## src/hdl/exc_pkg.sv

```systemverilog
// package: constants, types and register map for the exception sequencer
package exc_pkg;
  // ---------------------------------------------------------------
  // vector numbers
  // ---------------------------------------------------------------
  localparam logic [7:0] VEC_RESET    = 8'h00;
  localparam logic [7:0] VEC_ILLEGAL  = 8'h04;
  localparam logic [7:0] VEC_TRACE    = 8'h05;
  localparam logic [7:0] VEC_NMI      = 8'h07;
  localparam logic [7:0] VEC_TRAP0    = 8'h08;
  localparam logic [7:0] VEC_CPU_AERR = 8'h0c;
  localparam logic [7:0] VEC_DTC_AERR = 8'h0d;
  localparam logic [7:0] VEC_SLEEP    = 8'h12;
  localparam logic [7:0] VEC_EXT_IRQ0 = 8'h40;
  localparam int         EXT_IRQ_N    = 12;
  localparam logic [7:0] VEC_RSV_LO   = 8'h4c;
  localparam logic [7:0] VEC_RSV_HI   = 8'h4f;
  localparam logic [7:0] VEC_INT_LO   = 8'h50;
  localparam int         ENTRY_SHIFT  = 2;
  localparam int         ICM_TRACE    = 2;
  // ---------------------------------------------------------------
  // register map (byte addresses)
  // ---------------------------------------------------------------
  localparam logic [7:0]  ADDR_CTRL    = 8'h00;
  localparam logic [7:0]  ADDR_VBASE   = 8'h04;
  localparam logic [7:0]  ADDR_STATUS  = 8'h08;
  localparam logic [7:0]  ADDR_LASTVEC = 8'h0c;
  localparam logic [7:0]  ADDR_HANDLER = 8'h10;
  localparam logic [7:0]  ADDR_ID      = 8'h14;
  // arbitrary identification value
  localparam logic [31:0] ID_VALUE     = 32'h0000_e5c1;
  // ctrl fields
  localparam int CTRL_TRACE   = 0;
  localparam int CTRL_ICM     = 1;
  localparam int CTRL_SOFTWARE_STANDBY_SELECT    = 2;
  localparam int CTRL_SLEEP_IRQ_ENABLE   = 3;
  localparam int CTRL_SP_INIT = 4;
  localparam int CTRL_EXR_I   = 5;
  localparam int CTRL_CCR_I   = 6;
  localparam logic [31:0] CTRL_RESET = 32'h0000_0060;
  localparam logic [1:0]  RESP_OKAY   = 2'b00;
  localparam logic [1:0]  RESP_SLVERR = 2'b10;

  typedef struct packed {
    logic       boundary;
    logic       illegal;
    logic       rte_done;
    logic       ctrl_instr;
    logic       aerr_cpu;
    logic       aerr_dtc;
    logic       sleep;
    logic       trap;
    logic [1:0] trap_num;
  } core_req_t;

  typedef struct packed {
    logic       nmi;
    logic       irq;
    logic [7:0] vec;
  } irq_req_t;

  typedef enum logic [2:0] {
    SRC_NONE, SRC_RESET, SRC_ILLEGAL, SRC_TRACE, SRC_AERR, SRC_IRQ, SRC_SLEEP, SRC_TRAP
  } src_t;
endpackage

```

## src/hdl/exception_priority_vectoring.sv

```systemverilog
// exception arbitration, vector address forming and vector fetch
//
// The placing of the registers and the AXI4-Lite slave port are this design's own decisions.
`timescale 1ns/100ps
// Summary of operation
// (RULE1) pending exceptions taken by priority: reset, illegal, trace, aerr, irq, sleep, trap
// (RULE2) held in reset while input low; reset handling starts at rise or watchdog; a watchdog pulse during a vector fetch is ignored here
// (RULE3) undefined instruction code raises illegal-instruction exception
// (RULE4) trace after each instruction when flag set, mode 2, not after return
// (RULE5) address error deferred until current instruction completes
// (RULE6) interrupts checked per boundary, not after control or load instrs, reset
// (RULE7) sleep exception only when standby select 0 and sleep enable 1
// (RULE8) trap raises exception; trap and sleep accepted any time in execution
// (RULE9) fixed vector numbers for reset, illegal, trace, nmi, traps, errors, sleep
// (RULE10) entry is four bytes at vector number times four, lower 16 bits
// (RULE11) external lines 0 to 11 map to vectors 64 to 75
// (RULE12) table address is vector base plus offset for most exceptions
// (RULE13) reset and cpu address error use the offset alone
// (RULE14) handler start address fetched from table, execution begins there
// (RULE15) reset input low halts everything at once; reset outranks all
// (RULE16) reset source holds input low 20 ms at power-on, 20 cycles running
// (RULE17) reset initialises state and leaves interrupt control mode at 0
// (RULE18) reset clears vector base and trace flag, sets both mask bits
// (RULE19) reset reads reset entry into program counter and starts there
// (RULE20) data transfer controller address error uses its own vector 13
// (RULE21) all interrupts blocked after reset until stack pointer initialised
// (RULE22) entry fetch reads one word before handler's first fetch
// (RULE23) one decision per boundary; only highest-priority exception dispatched
module exception_priority_vectoring (
  input  wire logic                aclk,          // system clock 125 MHz
  input  wire logic                aresetn,       // bus reset, active low
  input  wire logic                hw_reset_input,// reset pin level, low = reset
  input  wire logic                wdt_overflow,  // watchdog overflow pulse
  input  wire exc_pkg::core_req_t  core_req,      // pipeline requests
  input  wire exc_pkg::irq_req_t   irq_req,       // controller request
  input  wire logic [11:0]         external_irq_lines, // direct irq lines
  output logic                     core_halt,     // core held, level
  output logic                     dispatch,      // one-cycle dispatch pulse
  output logic [7:0]               dispatch_vec,  // vector dispatched
  output logic                     pc_load,       // load handler address pulse
  output logic [31:0]              pc_value,      // handler start address
  output logic                     irq_ack,       // irq accepted pulse
  output logic                     mem_req,       // vector fetch request
  output logic [31:0]              mem_addr,      // vector table address
  input  wire logic                mem_ack,       // fetch done
  input  wire logic [31:0]         mem_rdata,     // fetched entry
  input  wire logic [7:0]          s_axi_awaddr,  // axi4-lite
  input  wire logic                s_axi_awvalid, // axi4-lite
  output logic                     s_axi_awready, // axi4-lite
  input  wire logic [31:0]         s_axi_wdata,   // axi4-lite
  input  wire logic [3:0]          s_axi_wstrb,   // axi4-lite
  input  wire logic                s_axi_wvalid,  // axi4-lite
  output logic                     s_axi_wready,  // axi4-lite
  output logic [1:0]               s_axi_bresp,   // axi4-lite
  output logic                     s_axi_bvalid,  // axi4-lite
  input  wire logic                s_axi_bready,  // axi4-lite
  input  wire logic [7:0]          s_axi_araddr,  // axi4-lite
  input  wire logic                s_axi_arvalid, // axi4-lite
  output logic                     s_axi_arready, // axi4-lite
  output logic [31:0]              s_axi_rdata,   // axi4-lite
  output logic [1:0]               s_axi_rresp,   // axi4-lite
  output logic                     s_axi_rvalid,  // axi4-lite
  input  wire logic                s_axi_rready   // axi4-lite
);
  // ---------------------------------------------------------------
  // state
  // ---------------------------------------------------------------
  typedef enum logic [1:0] {ST_RESET, ST_RUN, ST_FETCH} phase_t;
  phase_t      phase_r, phase_nxt;
  logic [31:0] ctrl_r;
  logic [31:0] vector_base_r;
  logic        pin_q_r;
  logic        aerr_cpu_r, aerr_dtc_r, sleep_r, trap_r, illegal_r;
  logic [1:0]  trap_num_r;
  logic        after_reset_r;
  logic [7:0]  last_vec_r;
  logic [31:0] handler_r;
  logic        fetch_rst_r;

  function automatic logic [31:0] entry_off(input logic [7:0] v);
    entry_off = {22'h0, v, 2'b00};  // see (RULE10)
  endfunction

  wire logic reset_rise   = hw_reset_input & ~pin_q_r;  // see (RULE2)
  wire logic reset_start  = reset_rise | wdt_overflow;
  wire logic in_reset     = ~hw_reset_input;             // see (RULE15)
  wire logic boundary     = (phase_r == ST_RUN) & core_req.boundary;
  localparam int CTRL_TRACE_IDX = exc_pkg::CTRL_TRACE;
  wire logic trace_on     = ctrl_r[CTRL_TRACE_IDX] & ctrl_r[exc_pkg::CTRL_ICM];
  // icm bit set = mode 2, clear = mode 0
  wire logic trace_pend   = trace_on & ~core_req.rte_done;            // see (RULE4)
  wire logic irq_allowed  = ctrl_r[exc_pkg::CTRL_SP_INIT] & ~core_req.ctrl_instr
                            & ~after_reset_r;                         // see (RULE6)
  wire logic [11:0] ext_m = external_irq_lines;
  wire logic ext_any      = |ext_m;
  logic [3:0] ext_idx;
  always_comb begin
    ext_idx = 4'h0;
    for (int i = exc_pkg::EXT_IRQ_N - 1; i >= 0; i--) begin
      if (ext_m[i]) begin
        ext_idx = 4'(i);
      end
    end
  end
  wire logic irq_pend     = irq_allowed & (irq_req.nmi | irq_req.irq | ext_any); // see (RULE21)
  wire logic [7:0] irq_vec = irq_req.nmi ? exc_pkg::VEC_NMI :
                             irq_req.irq ? irq_req.vec :
                             exc_pkg::VEC_EXT_IRQ0 + {4'h0, ext_idx};       // see (RULE11)
  wire logic sleep_ok     = ~ctrl_r[exc_pkg::CTRL_SOFTWARE_STANDBY_SELECT] & ctrl_r[exc_pkg::CTRL_SLEEP_IRQ_ENABLE];
  wire logic aerr_pend    = aerr_cpu_r | aerr_dtc_r;

  // ---------------------------------------------------------------
  // priority selection
  // ---------------------------------------------------------------
  exc_pkg::src_t sel;
  always_comb begin
    if (illegal_r)       sel = exc_pkg::SRC_ILLEGAL;  // see (RULE1)
    else if (trace_pend) sel = exc_pkg::SRC_TRACE;
    else if (aerr_pend)  sel = exc_pkg::SRC_AERR;
    else if (irq_pend)   sel = exc_pkg::SRC_IRQ;
    else if (sleep_r)    sel = exc_pkg::SRC_SLEEP;
    else if (trap_r)     sel = exc_pkg::SRC_TRAP;
    else                 sel = exc_pkg::SRC_NONE;
  end

  logic [7:0] sel_vec;
  always_comb begin
    case (sel)
      exc_pkg::SRC_ILLEGAL: sel_vec = exc_pkg::VEC_ILLEGAL;   // see (RULE9)
      exc_pkg::SRC_TRACE:   sel_vec = exc_pkg::VEC_TRACE;
      exc_pkg::SRC_AERR:    sel_vec = aerr_cpu_r ? exc_pkg::VEC_CPU_AERR
                                                 : exc_pkg::VEC_DTC_AERR; // see (RULE20)
      exc_pkg::SRC_IRQ:     sel_vec = irq_vec;
      exc_pkg::SRC_SLEEP:   sel_vec = exc_pkg::VEC_SLEEP;
      exc_pkg::SRC_TRAP:    sel_vec = exc_pkg::VEC_TRAP0 + {6'h0, trap_num_r};
      default:              sel_vec = exc_pkg::VEC_RESET;
    endcase
  end
  // vector base ignored for reset and cpu address error
  wire logic use_base = !(sel == exc_pkg::SRC_AERR && aerr_cpu_r);    // see (RULE13)
  wire logic [31:0] tbl_addr = (use_base ? vector_base_r : 32'h0) + entry_off(sel_vec); // see (RULE12)
  wire logic take = boundary & (sel != exc_pkg::SRC_NONE);            // see (RULE23)

  always_comb begin
    phase_nxt = phase_r;
    case (phase_r)
      ST_RESET: if (reset_start) phase_nxt = ST_FETCH;
      ST_RUN:   if (take | wdt_overflow) phase_nxt = ST_FETCH;
      ST_FETCH: if (mem_ack) phase_nxt = ST_RUN;                      // see (RULE22)
      default:  phase_nxt = ST_RESET;
    endcase
    if (in_reset) phase_nxt = ST_RESET;                               // see (RULE15)
  end

  always_ff @(posedge aclk) begin
    if (!aresetn) begin
      phase_r <= ST_RESET;
      pin_q_r <= 1'b0;
    end else begin
      phase_r <= phase_nxt;
      pin_q_r <= hw_reset_input;
    end
  end

  // ---------------------------------------------------------------
  // pending request latches, defer address error to boundary
  // ---------------------------------------------------------------
  wire logic clr_all = in_reset | (phase_r == ST_RESET);
  always_ff @(posedge aclk) begin
    if (!aresetn || clr_all) begin
      aerr_cpu_r <= 1'b0;
      aerr_dtc_r <= 1'b0;
      sleep_r    <= 1'b0;
      trap_r     <= 1'b0;
      trap_num_r <= 2'b00;
      illegal_r  <= 1'b0;
    end else begin
      aerr_cpu_r <= core_req.aerr_cpu | (aerr_cpu_r & ~(take & sel == exc_pkg::SRC_AERR)); // see (RULE5)
      aerr_dtc_r <= core_req.aerr_dtc | (aerr_dtc_r & ~(take & sel == exc_pkg::SRC_AERR & ~aerr_cpu_r));
      illegal_r  <= core_req.illegal | (illegal_r & ~(take & sel == exc_pkg::SRC_ILLEGAL)); // see (RULE3)
      sleep_r    <= (core_req.sleep & sleep_ok) | (sleep_r & ~(take & sel == exc_pkg::SRC_SLEEP)); // see (RULE7)
      trap_r     <= core_req.trap | (trap_r & ~(take & sel == exc_pkg::SRC_TRAP)); // see (RULE8)
      if (core_req.trap) trap_num_r <= core_req.trap_num;
    end
  end

  // ---------------------------------------------------------------
  // dispatch and vector fetch
  // ---------------------------------------------------------------
  always_ff @(posedge aclk) begin
    if (!aresetn || in_reset) begin
      dispatch      <= 1'b0;
      dispatch_vec  <= 8'h00;
      irq_ack       <= 1'b0;
      mem_req       <= 1'b0;
      mem_addr      <= 32'h0;
      pc_load       <= 1'b0;
      pc_value      <= 32'h0;
      last_vec_r    <= 8'h00;
      handler_r     <= 32'h0;
      fetch_rst_r   <= 1'b0;
      after_reset_r <= 1'b1;
    end else begin
      dispatch <= 1'b0;
      irq_ack  <= 1'b0;
      pc_load  <= 1'b0;
      if ((phase_r == ST_RESET && reset_start) || (phase_r == ST_RUN && wdt_overflow)) begin
        mem_req      <= 1'b1;
        mem_addr     <= entry_off(exc_pkg::VEC_RESET);   // see (RULE19)
        dispatch     <= 1'b1;
        dispatch_vec <= exc_pkg::VEC_RESET;
        last_vec_r   <= exc_pkg::VEC_RESET;
        fetch_rst_r  <= 1'b1;
      end else if (take) begin
        mem_req      <= 1'b1;
        mem_addr     <= tbl_addr;
        dispatch     <= 1'b1;
        dispatch_vec <= sel_vec;
        last_vec_r   <= sel_vec;
        irq_ack      <= (sel == exc_pkg::SRC_IRQ);
        fetch_rst_r  <= 1'b0;
      end else if (phase_r == ST_FETCH && mem_ack) begin
        mem_req       <= 1'b0;
        pc_load       <= 1'b1;                          // see (RULE14)
        pc_value      <= mem_rdata;
        handler_r     <= mem_rdata;
        after_reset_r <= fetch_rst_r;
      end else if (boundary) begin
        after_reset_r <= 1'b0;
      end
    end
  end
  assign core_halt = (phase_r != ST_RUN);                 // see (RULE15)

  // ---------------------------------------------------------------
  // axi4-lite slave
  // ---------------------------------------------------------------
  logic       aw_hold_r, w_hold_r;
  logic [7:0] aw_addr_r;
  logic [31:0] w_data_r;
  logic [3:0] w_strb_r;
  // watchdog reset reinitialises registers too, except mid-fetch where it is ignored
  wire logic wdt_rst = wdt_overflow & (phase_r != ST_FETCH);   // see (RULE17) (RULE18)
  assign s_axi_awready = ~aw_hold_r & ~s_axi_bvalid;
  assign s_axi_wready  = ~w_hold_r & ~s_axi_bvalid;
  assign s_axi_arready = ~s_axi_rvalid;
  wire logic wr_go = aw_hold_r & w_hold_r & ~s_axi_bvalid;
  wire logic wr_ok = (aw_addr_r == exc_pkg::ADDR_CTRL) | (aw_addr_r == exc_pkg::ADDR_VBASE);

  function automatic logic [31:0] merge(input logic [31:0] o, input logic [31:0] d,
                                        input logic [3:0] s);
    for (int b = 0; b < 4; b++) merge[b*8 +: 8] = s[b] ? d[b*8 +: 8] : o[b*8 +: 8];
  endfunction

  always_ff @(posedge aclk) begin
    if (!aresetn || in_reset || wdt_rst) begin
      aw_hold_r     <= 1'b0;
      w_hold_r      <= 1'b0;
      aw_addr_r     <= 8'h00;
      w_data_r      <= 32'h0;
      w_strb_r      <= 4'h0;
      s_axi_bvalid  <= 1'b0;
      s_axi_bresp   <= exc_pkg::RESP_OKAY;
      ctrl_r        <= exc_pkg::CTRL_RESET;               // see (RULE17) (RULE18)
      vector_base_r <= 32'h0;                             // see (RULE18)
    end else begin
      if (s_axi_awvalid & s_axi_awready) begin
        aw_hold_r <= 1'b1;
        aw_addr_r <= s_axi_awaddr;
      end
      if (s_axi_wvalid & s_axi_wready) begin
        w_hold_r <= 1'b1;
        w_data_r <= s_axi_wdata;
        w_strb_r <= s_axi_wstrb;
      end
      if (wr_go) begin
        aw_hold_r    <= 1'b0;
        w_hold_r     <= 1'b0;
        s_axi_bvalid <= 1'b1;
        s_axi_bresp  <= wr_ok ? exc_pkg::RESP_OKAY : exc_pkg::RESP_SLVERR;
        if (aw_addr_r == exc_pkg::ADDR_CTRL) ctrl_r <= merge(ctrl_r, w_data_r, w_strb_r) & 32'h7f;
        if (aw_addr_r == exc_pkg::ADDR_VBASE) vector_base_r <= merge(vector_base_r, w_data_r, w_strb_r);
      end else if (s_axi_bvalid & s_axi_bready) begin
        s_axi_bvalid <= 1'b0;
      end
      if (take & (sel == exc_pkg::SRC_TRACE | sel == exc_pkg::SRC_AERR)) begin
        ctrl_r[exc_pkg::CTRL_TRACE] <= 1'b0;
        ctrl_r[exc_pkg::CTRL_CCR_I] <= 1'b1;
      end
    end
  end

  logic [31:0] rd_mux;
  always_comb begin
    case (s_axi_araddr)
      exc_pkg::ADDR_CTRL:    rd_mux = ctrl_r;
      exc_pkg::ADDR_VBASE:   rd_mux = vector_base_r;
      exc_pkg::ADDR_STATUS:  rd_mux = {24'h0, aerr_dtc_r, aerr_cpu_r, illegal_r, sleep_r,
                                       trap_r, after_reset_r, 2'(phase_r)};
      exc_pkg::ADDR_LASTVEC: rd_mux = {24'h0, last_vec_r};
      exc_pkg::ADDR_HANDLER: rd_mux = handler_r;
      exc_pkg::ADDR_ID:      rd_mux = exc_pkg::ID_VALUE;
      default:               rd_mux = 32'h0;
    endcase
  end
  wire logic rd_ok = (s_axi_araddr <= exc_pkg::ADDR_ID) & (s_axi_araddr[1:0] == 2'b00);

  always_ff @(posedge aclk) begin
    if (!aresetn || in_reset) begin
      s_axi_rvalid <= 1'b0;
      s_axi_rdata  <= 32'h0;
      s_axi_rresp  <= exc_pkg::RESP_OKAY;
    end else if (s_axi_arvalid & s_axi_arready) begin
      s_axi_rvalid <= 1'b1;
      s_axi_rdata  <= rd_mux;
      s_axi_rresp  <= rd_ok ? exc_pkg::RESP_OKAY : exc_pkg::RESP_SLVERR;
    end else if (s_axi_rvalid & s_axi_rready) begin
      s_axi_rvalid <= 1'b0;
    end
  end

  // ---------------------------------------------------------------
  // checks
  // ---------------------------------------------------------------
  chk_reset_halts: assert property (@(posedge aclk) disable iff (!aresetn)
    !hw_reset_input |=> core_halt && !pc_load) else $error("reset did not halt"); // see (RULE15)
  chk_reset_vector: assert property (@(posedge aclk) disable iff (!aresetn)
    (phase_r == ST_RESET && reset_start && hw_reset_input) |=> mem_req && mem_addr == 32'h0)
    else $error("reset fetch address wrong"); // see (RULE19)
  chk_illegal_first: assert property (@(posedge aclk) disable iff (!aresetn)
    (take && illegal_r) |=> dispatch_vec == 8'h04) else $error("illegal not first"); // see (RULE1)
  chk_cpu_aerr_base: assert property (@(posedge aclk) disable iff (!aresetn)
    (take && sel == exc_pkg::SRC_AERR && aerr_cpu_r) |=> mem_addr == 32'h30)
    else $error("cpu address error used base"); // see (RULE13)
  chk_base_added: assert property (@(posedge aclk) disable iff (!aresetn)
    (take && sel == exc_pkg::SRC_TRAP) |=> mem_addr == $past(vector_base_r) + 32'h20 + {28'h0, $past(trap_num_r), 2'b00})
    else $error("trap address wrong"); // see (RULE12)
  chk_sleep_gate: assert property (@(posedge aclk) disable iff (!aresetn)
    (take && sel == exc_pkg::SRC_SLEEP) |-> sleep_ok) else $error("sleep without enable"); // see (RULE7)
  chk_irq_blocked: assert property (@(posedge aclk) disable iff (!aresetn)
    !ctrl_r[exc_pkg::CTRL_SP_INIT] |-> ##1 !irq_ack) else $error("irq before stack init"); // see (RULE21)
  chk_fetch_then_pc: assert property (@(posedge aclk) disable iff (!aresetn || !hw_reset_input)
    (phase_r == ST_FETCH && mem_ack) |=> pc_load && pc_value == $past(mem_rdata))
    else $error("handler not loaded"); // see (RULE14)
endmodule

```

## config.mk

```make
export PLATFORM = sky130hd
export DESIGN_NAME = exception_priority_vectoring
export DESIGN_NICKNAME = d
export VERILOG_FILES = /design/src/hdl/exc_pkg.sv /design/src/hdl/exception_priority_vectoring.sv
export SDC_FILE = /design/constraint.sdc
export NUM_CORES = 1
export LEC_CHECK = 0
export ABC_AREA = 1
export BUFFER_PORTS_ARGS = -buffer_cell sky130_fd_sc_hd__buf_2
export CAP_MARGIN = 20
export CORE_MARGIN = 5
export CORE_UTILIZATION = 55
export CTS_BUF_LIST = sky130_fd_sc_hd__clkbuf_4
export DETAILED_ROUTE_END_ITERATION = 10
export GPL_ROUTABILITY_DRIVEN = 0
export GPL_TIMING_DRIVEN = 0
export HOLD_SLACK_MARGIN = 0.15
export PLACE_DENSITY = 0.79
export SYNTH_ARGS = -nofsm -noshare
export SYNTH_HDL_FRONTEND = slang
export SYNTH_SLANG_ARGS = --single-unit
```

## constraint.sdc

```tcl
create_clock -name aclk -period 4.9 [get_ports aclk]
set_clock_uncertainty 0.15 [all_clocks]
set_input_delay 0.245 -clock aclk [delete_from_list [all_inputs] [get_ports aclk]]
set_output_delay 0.245 -clock aclk [all_outputs]
set_load 0.05 [all_outputs]
```

Yosys cells after proc, flatten, opt, wreduce, memory -nomap -nowiden:

Cells that the tools add are included.

* word-level logic and storage cells: 197
* bits in read-only memories: 0
* input port bits: 126
* bits in writable memories: 0
* output and inout port bits: 118
* latch bits: 0
* register bits after elaboration: 211
* memories: 0

* shift operators: 0
* muxes and demuxes: 44
* add/subtract/negate cells: 3
* bitwise gates (word level): 63
* eq/ne operators: 19
* magnitude comparators: 1
* div/mod/pow operators: 0
* multiply operators: 0
* reduce and logical (&&, ||, !) cells: 34

Operators with widths (count)
* 32-bit one-hot mux with 6 select lines: 1
* 4-bit two-way mux: 12
* 8-bit one-hot mux with 6 select lines: 1
* 32-bit by 10-bit adder with 32-bit output: 1
* 1-bit AND: 32
* 32-bit two-way mux: 1
* 3-bit AND reduction: 8
* 3-bit two-way mux: 6
* 1-bit inverter: 18
* 8-bit by 3-bit equality test with 1-bit output, second input constant: 2
* 8-bit by 4-bit equality test with 1-bit output, second input constant: 2
* 8-bit by 5-bit equality test with 1-bit output, second input constant: 2
* 8-bit zero test: 2
* 8-bit two-way mux: 2
* 1-bit two-way mux: 15
* 1-bit bitwise OR: 13
* 3-bit equality test, second input constant: 4
* 12-bit OR reduction: 1
* 2-bit two-way mux: 5
* 7-bit by 4-bit adder with 8-bit output, first input constant: 1
* 8-bit by 5-bit less-or-equal comparator with 1-bit output, second input constant: 1
* 2-bit inequality test, second input constant: 4
* 2-bit nonzero test: 4
* 3-bit by 2-bit equality test with 1-bit output, second input constant: 2
* other kinds (13): 24

Longest topological paths before layout:

* word-level depth: 17
* mapped depth: 31
* depth with buffers taken out: 30

Least setup slack after synthesis:

No wires, ideal clock.

* kind: register to register
* from: reg aerr_cpu_r
* to: reg mem_addr[16]
* period minus slack after synthesis: 3.729 ns
* data required time: 4.637 ns
* cell stages (with the launch flop): 24
* slack: 1.171 ns
* buffers on the path: 3
* data arrival time: 3.466 ns
* setup time: 0.113 ns
* cells stage by stage: dfxtp_1 nor2_2 inv_1 nor3_1 a21oi_2 nand4_4 buf_2 buf_2 buf_4 nand2_1 inv_1 ha_1 fa_1 nand3_1 nand2_1 a31oi_1 nor2_1 o21ai_0 nand2_1 nand4_1 nor3_2 xnor2_1 o21ai_1 inv_1

* longest elaborated chain between the ends: 8
* elaborated cells between the ends (all ways): 17
* those cells by class: add/sub (1); eq/ne (6); mux (6); bitwise (2); reduce/logical (2)

Ends and longest elaborated chain
* start, declared: line exception_priority_vectoring.sv:73 `logic aerr_cpu_r, aerr_dtc_r, sleep_r, trap_r, illegal_r;`
* start signal, assigned: line exception_priority_vectoring.sv:178 `aerr_cpu_r <= core_req.aerr_cpu | (aerr_cpu_r & ~(take & sel == exc_pkg::SRC_AERR));`
* parallel branches: the longest is 8 deep, another holds 32-bit by 10-bit adder with 32-bit output
* end signal, assigned: line exception_priority_vectoring.sv:209 `mem_addr <= entry_off(exc_pkg::VEC_RESET);`
* end signal, assigned: line exception_priority_vectoring.sv:216 `mem_addr <= tbl_addr;`
* end, declared: line exception_priority_vectoring.sv:44 `output logic [31:0] mem_addr,`

Several ways; the timed one is not identified.
A chain may end at the register's enable or synchronous reset.

Final worst setup path:

* from: reg aerr_cpu_r
* to: reg mem_addr[31]

* elaborated cells between the ends (all ways): 17
* those cells by class: add/sub (1); eq/ne (6); mux (6); bitwise (2); reduce/logical (2)

RTL lines
* 1-bit bitwise OR *: line exception_priority_vectoring.sv:110 `wire logic aerr_pend = aerr_cpu_r | aerr_dtc_r;`
* 3-bit two-way mux *: line exception_priority_vectoring.sv:119 `else if (aerr_pend) sel = exc_pkg::SRC_AERR;`
* 3-bit two-way mux *: line exception_priority_vectoring.sv:118 `else if (trace_pend) sel = exc_pkg::SRC_TRACE;`
* 3-bit two-way mux *: line exception_priority_vectoring.sv:117 `if (illegal_r) sel = exc_pkg::SRC_ILLEGAL;`
* 3-bit equality test / 3-bit by 2-bit equality test with 1-bit output (equally long branches): line exception_priority_vectoring.sv:128 `case (sel)`
* 8-bit one-hot mux with 6 select lines *: line exception_priority_vectoring.sv:128
* via sel_vec[3]: line exception_priority_vectoring.sv:126 `logic [7:0] sel_vec;`
* 32-bit by 10-bit adder with 32-bit output *: line exception_priority_vectoring.sv:141 `wire logic [31:0] tbl_addr = (use_base ? vector_base_r : 32'h0) + entry_off(sel_vec);`

The timed path passes the listed nets; every way through them passes the cells marked *.

==> run metrics <==
outcome complete, no violations; Power Dens Cells 271 nW/um2; Hold WC Path Type input pin to register; Die ar. 19700 um2; part of the power in combinational logic 9.7%; Detail Route Antenna Nets 0; Die Wd 140 um; Die Y 140 um; max frequency 214 MHz; Core Rows 47; DP Cell Count 1790; worst-margin pin slew 829 ps; number of max-cap violations 0; min Tclk post-route 4670 ps; largest net degree at the start of global routing 16; Global Route Usage Sum 36.8%; core area 16600 um2; post-synthesis cell count 1328; Synth Register Bits 209; post-layout net count 1953; Area after DPL 10800 um2; Vias per Instance 5.66; Req. time, crit path 5310 ps; Clk pwr share 43.1%; crit share post-route 95.2%; leading cell types in the layout, fill and taps excluded nand2_1 (332), buf_2 (250), dfxtp_1 (209); post-synth cell types 51; vias in the first global route 11500; post-DR wirelength/cell 18.4 um; Layout area overhead 44.1%; Pre-Repair DR Iteration Count 7; htree depth 2; clk slew on worst S/H paths 70 ps; num ports 244; crit start category register; Skew-Pair Late Insertion Delay 670 ps; Crit. End Element register; P_int 0.00273 W; hold slack 178 ps; YS warnings 0; # clock sinks 209; Reg power frac 47.2%; final instance area 13500 um2; CP Class register to register; # DRC 0; Initial Utilization 56.3%; CP max FO 8; Psw 0.000932 W; Seq/Total Area, Yosys 44.7%; Worst EP arrival 5070 ps; static leakage 6.04 nW; Slew Limit Fails 0; Overflow after GRT 0; CTS tree yes; initial antenna violation count 4; DRT Wirelength 38100 um; Final Instance Count excl. Fillers 2076; detailed placement HPWL 23100 um; peak supply drop 182 uV; Starting DRT DRC Count 1367; share of cells above drive strength 1 20.2%; Rel. slew slack 44.7%; PortBufs 241; first-pass GRT wire length 58900 um; Sw Share 25.5%; commonest non-fill, non-tap cell in the layout nand2_1; Mapped Area 9360 um2; layout filler cell count 1093; cts bufs inserted 55; Clock Path Buffers 3; vias 11700; final hold vios 0; CTS root buffer clkbuf_4; Mean Syn Cell Area 7.05 um2; Final setup viols 0
## what timing repair did
| action | CTS | global route |
|---|---|---|
| hold buffers | 190 | 0 |
| endpoints found under the setup margin | 0 | 19 |
| endpoints found under the hold margin | 117 | 0 |
| buffers inserted | 0 | 1 |
| resized for setup | 0 | 5 |
## final timing paths
path / start / end / slack [ps] / cells after the start
max: aerr_cpu_r / mem_addr[31] / 230 / 26
min: mem_rdata[29] / handler_r[29] / 180 / 4
max reg2reg: aerr_cpu_r / mem_addr[31] / 230 / 26
min reg2reg: handler_r[6] / handler_r[6] / 310 / 2
## through the flow
stage	power, W	setup TNS [ps]	utilization [%]	worst slack (ps)
2_1_floorplan	0.00189	0	-	1170
3_3_place_gp	0.00199	0	65.2	537
3_5_place_dp	0.00199	0	65.2	472
4_1_cts	0.00361	0	80.8	174
5_1_grt	0.00378	-22.5	81.1	-12.9
6_report	0.00366	0	81.1	234
## layer usage
layer  GRT usage (%)  up-vias  wire length, um
met5               0        -                0
met1            42.6     5307            13400
li1                -     5331                -
met3            8.49      210             4470
met4            19.6        0             2200
met2            63.2      892            18100
## worst max-delay path: stages, from the launching register on
cell and delay (ps):
dfxtp_1 500, nor2_2 90, inv_1 100, nor2_1 60, a21oi_2 250, inv_1 170, nor2_4 240, inv_1 90
a21oi_1 110, dlygate4sd3_1 550, o21ai_0 110, nand3_1 110, inv_1 60, ha_1 370, nand2_1 130, o31ai_2 360
nand2_1 80, nand2_1 70, nand3_1 120, nor2_2 250, nand3_1 180, inv_2 90, nand2_1 50, nand2_1 50
nand3_1 100, nand2_1 90, inv_1 30
## cell families (layout without fill, tap and decap cells)
logic type | Yosys count | count (layout) | share of synthesized area, %
AND/OR/NAND/NOR | 567 | 567 | 25.4
AO/OA/AOI/OAI | 318 | 318 | 18.4
flip-flops | 209 | 209 | 44.7
buffers and inverters | 209 | 732 | 8.78
XOR/XNOR | 15 | 15 | 1.40
adder cells (fa/ha/maj) | 9 | 9 | 1.28
other | 1 | 6 | 0.0400
## sequential cells by signal, indices dropped and copies added (netlist names), 4 cells and up
signal / flops
aw_addr_r: 8
ctrl_r: 7
handler_r: 32
last_vec_r: 8
mem_addr: 32
s_axi_rdata: 32
vector_base_r: 32
w_data_r: 32
w_strb_r: 4
## area by class of cell
type	count	area [um2]	area share (%)
Antenna cell	4	10.0	0.0742
Buffer	57	251	1.86
Clock buffer	81	608	4.51
Clock inverter	10	95.1	0.705
Inverter	152	571	4.23
Multi-Input combinational cell	911	4390	32.5
Sequential cell	209	4180	31.0
Tap cell	220	275	2.04
Timing Repair Buffer	432	3120	23.1
## synth_stat cells, drive strengths merged
cell,instances,area (um2)
a22o,8,70.1
ha,8,100
o41ai,1,8.76
o31ai,3,22.5
o211ai,5,37.5
clkinv,6,22.5
a22oi,1,7.51
a21boi,1,7.51
nand2,336,1270
o21a,2,15.0
fa,1,20.0
xnor2,6,52.6
a221oi,4,35.0
nor2,131,514
o2bb2ai,1,8.76
nand3,47,255
o22ai,3,18.8
nor3,35,190
a21oi,140,708
dfxtp,209,4180
a2111oi,1,8.76
o21bai,2,15.0
o221ai,4,35.0
and2,1,6.26
a221o,1,10.0
o21ai,134,671
clkbuf,42,158
nor4,3,31.3
xor2,9,78.8
a31oi,5,31.3
nand3b,3,22.5
or2,1,6.26
inv,146,548
or4,1,7.51
a211o,1,8.76
nand4,9,71.3
buf,15,93.8
conb,1,3.75
a211oi,1,7.51
## power groups by stage
stage | Sequential [W] | Combinational, W | Clock, W
global placement | 0.00176 | 0.000224 | 0
finish | 0.00173 | 0.000355 | 0.00158
floorplan | 0.00178 | 0.000109 | 0
detailed placement | 0.00176 | 0.000227 | 0
CTS | 0.00173 | 0.000325 | 0.00156
global route | 0.00173 | 0.000375 | 0.00168
No activity file was read; power rests on OpenSTA's default activity.
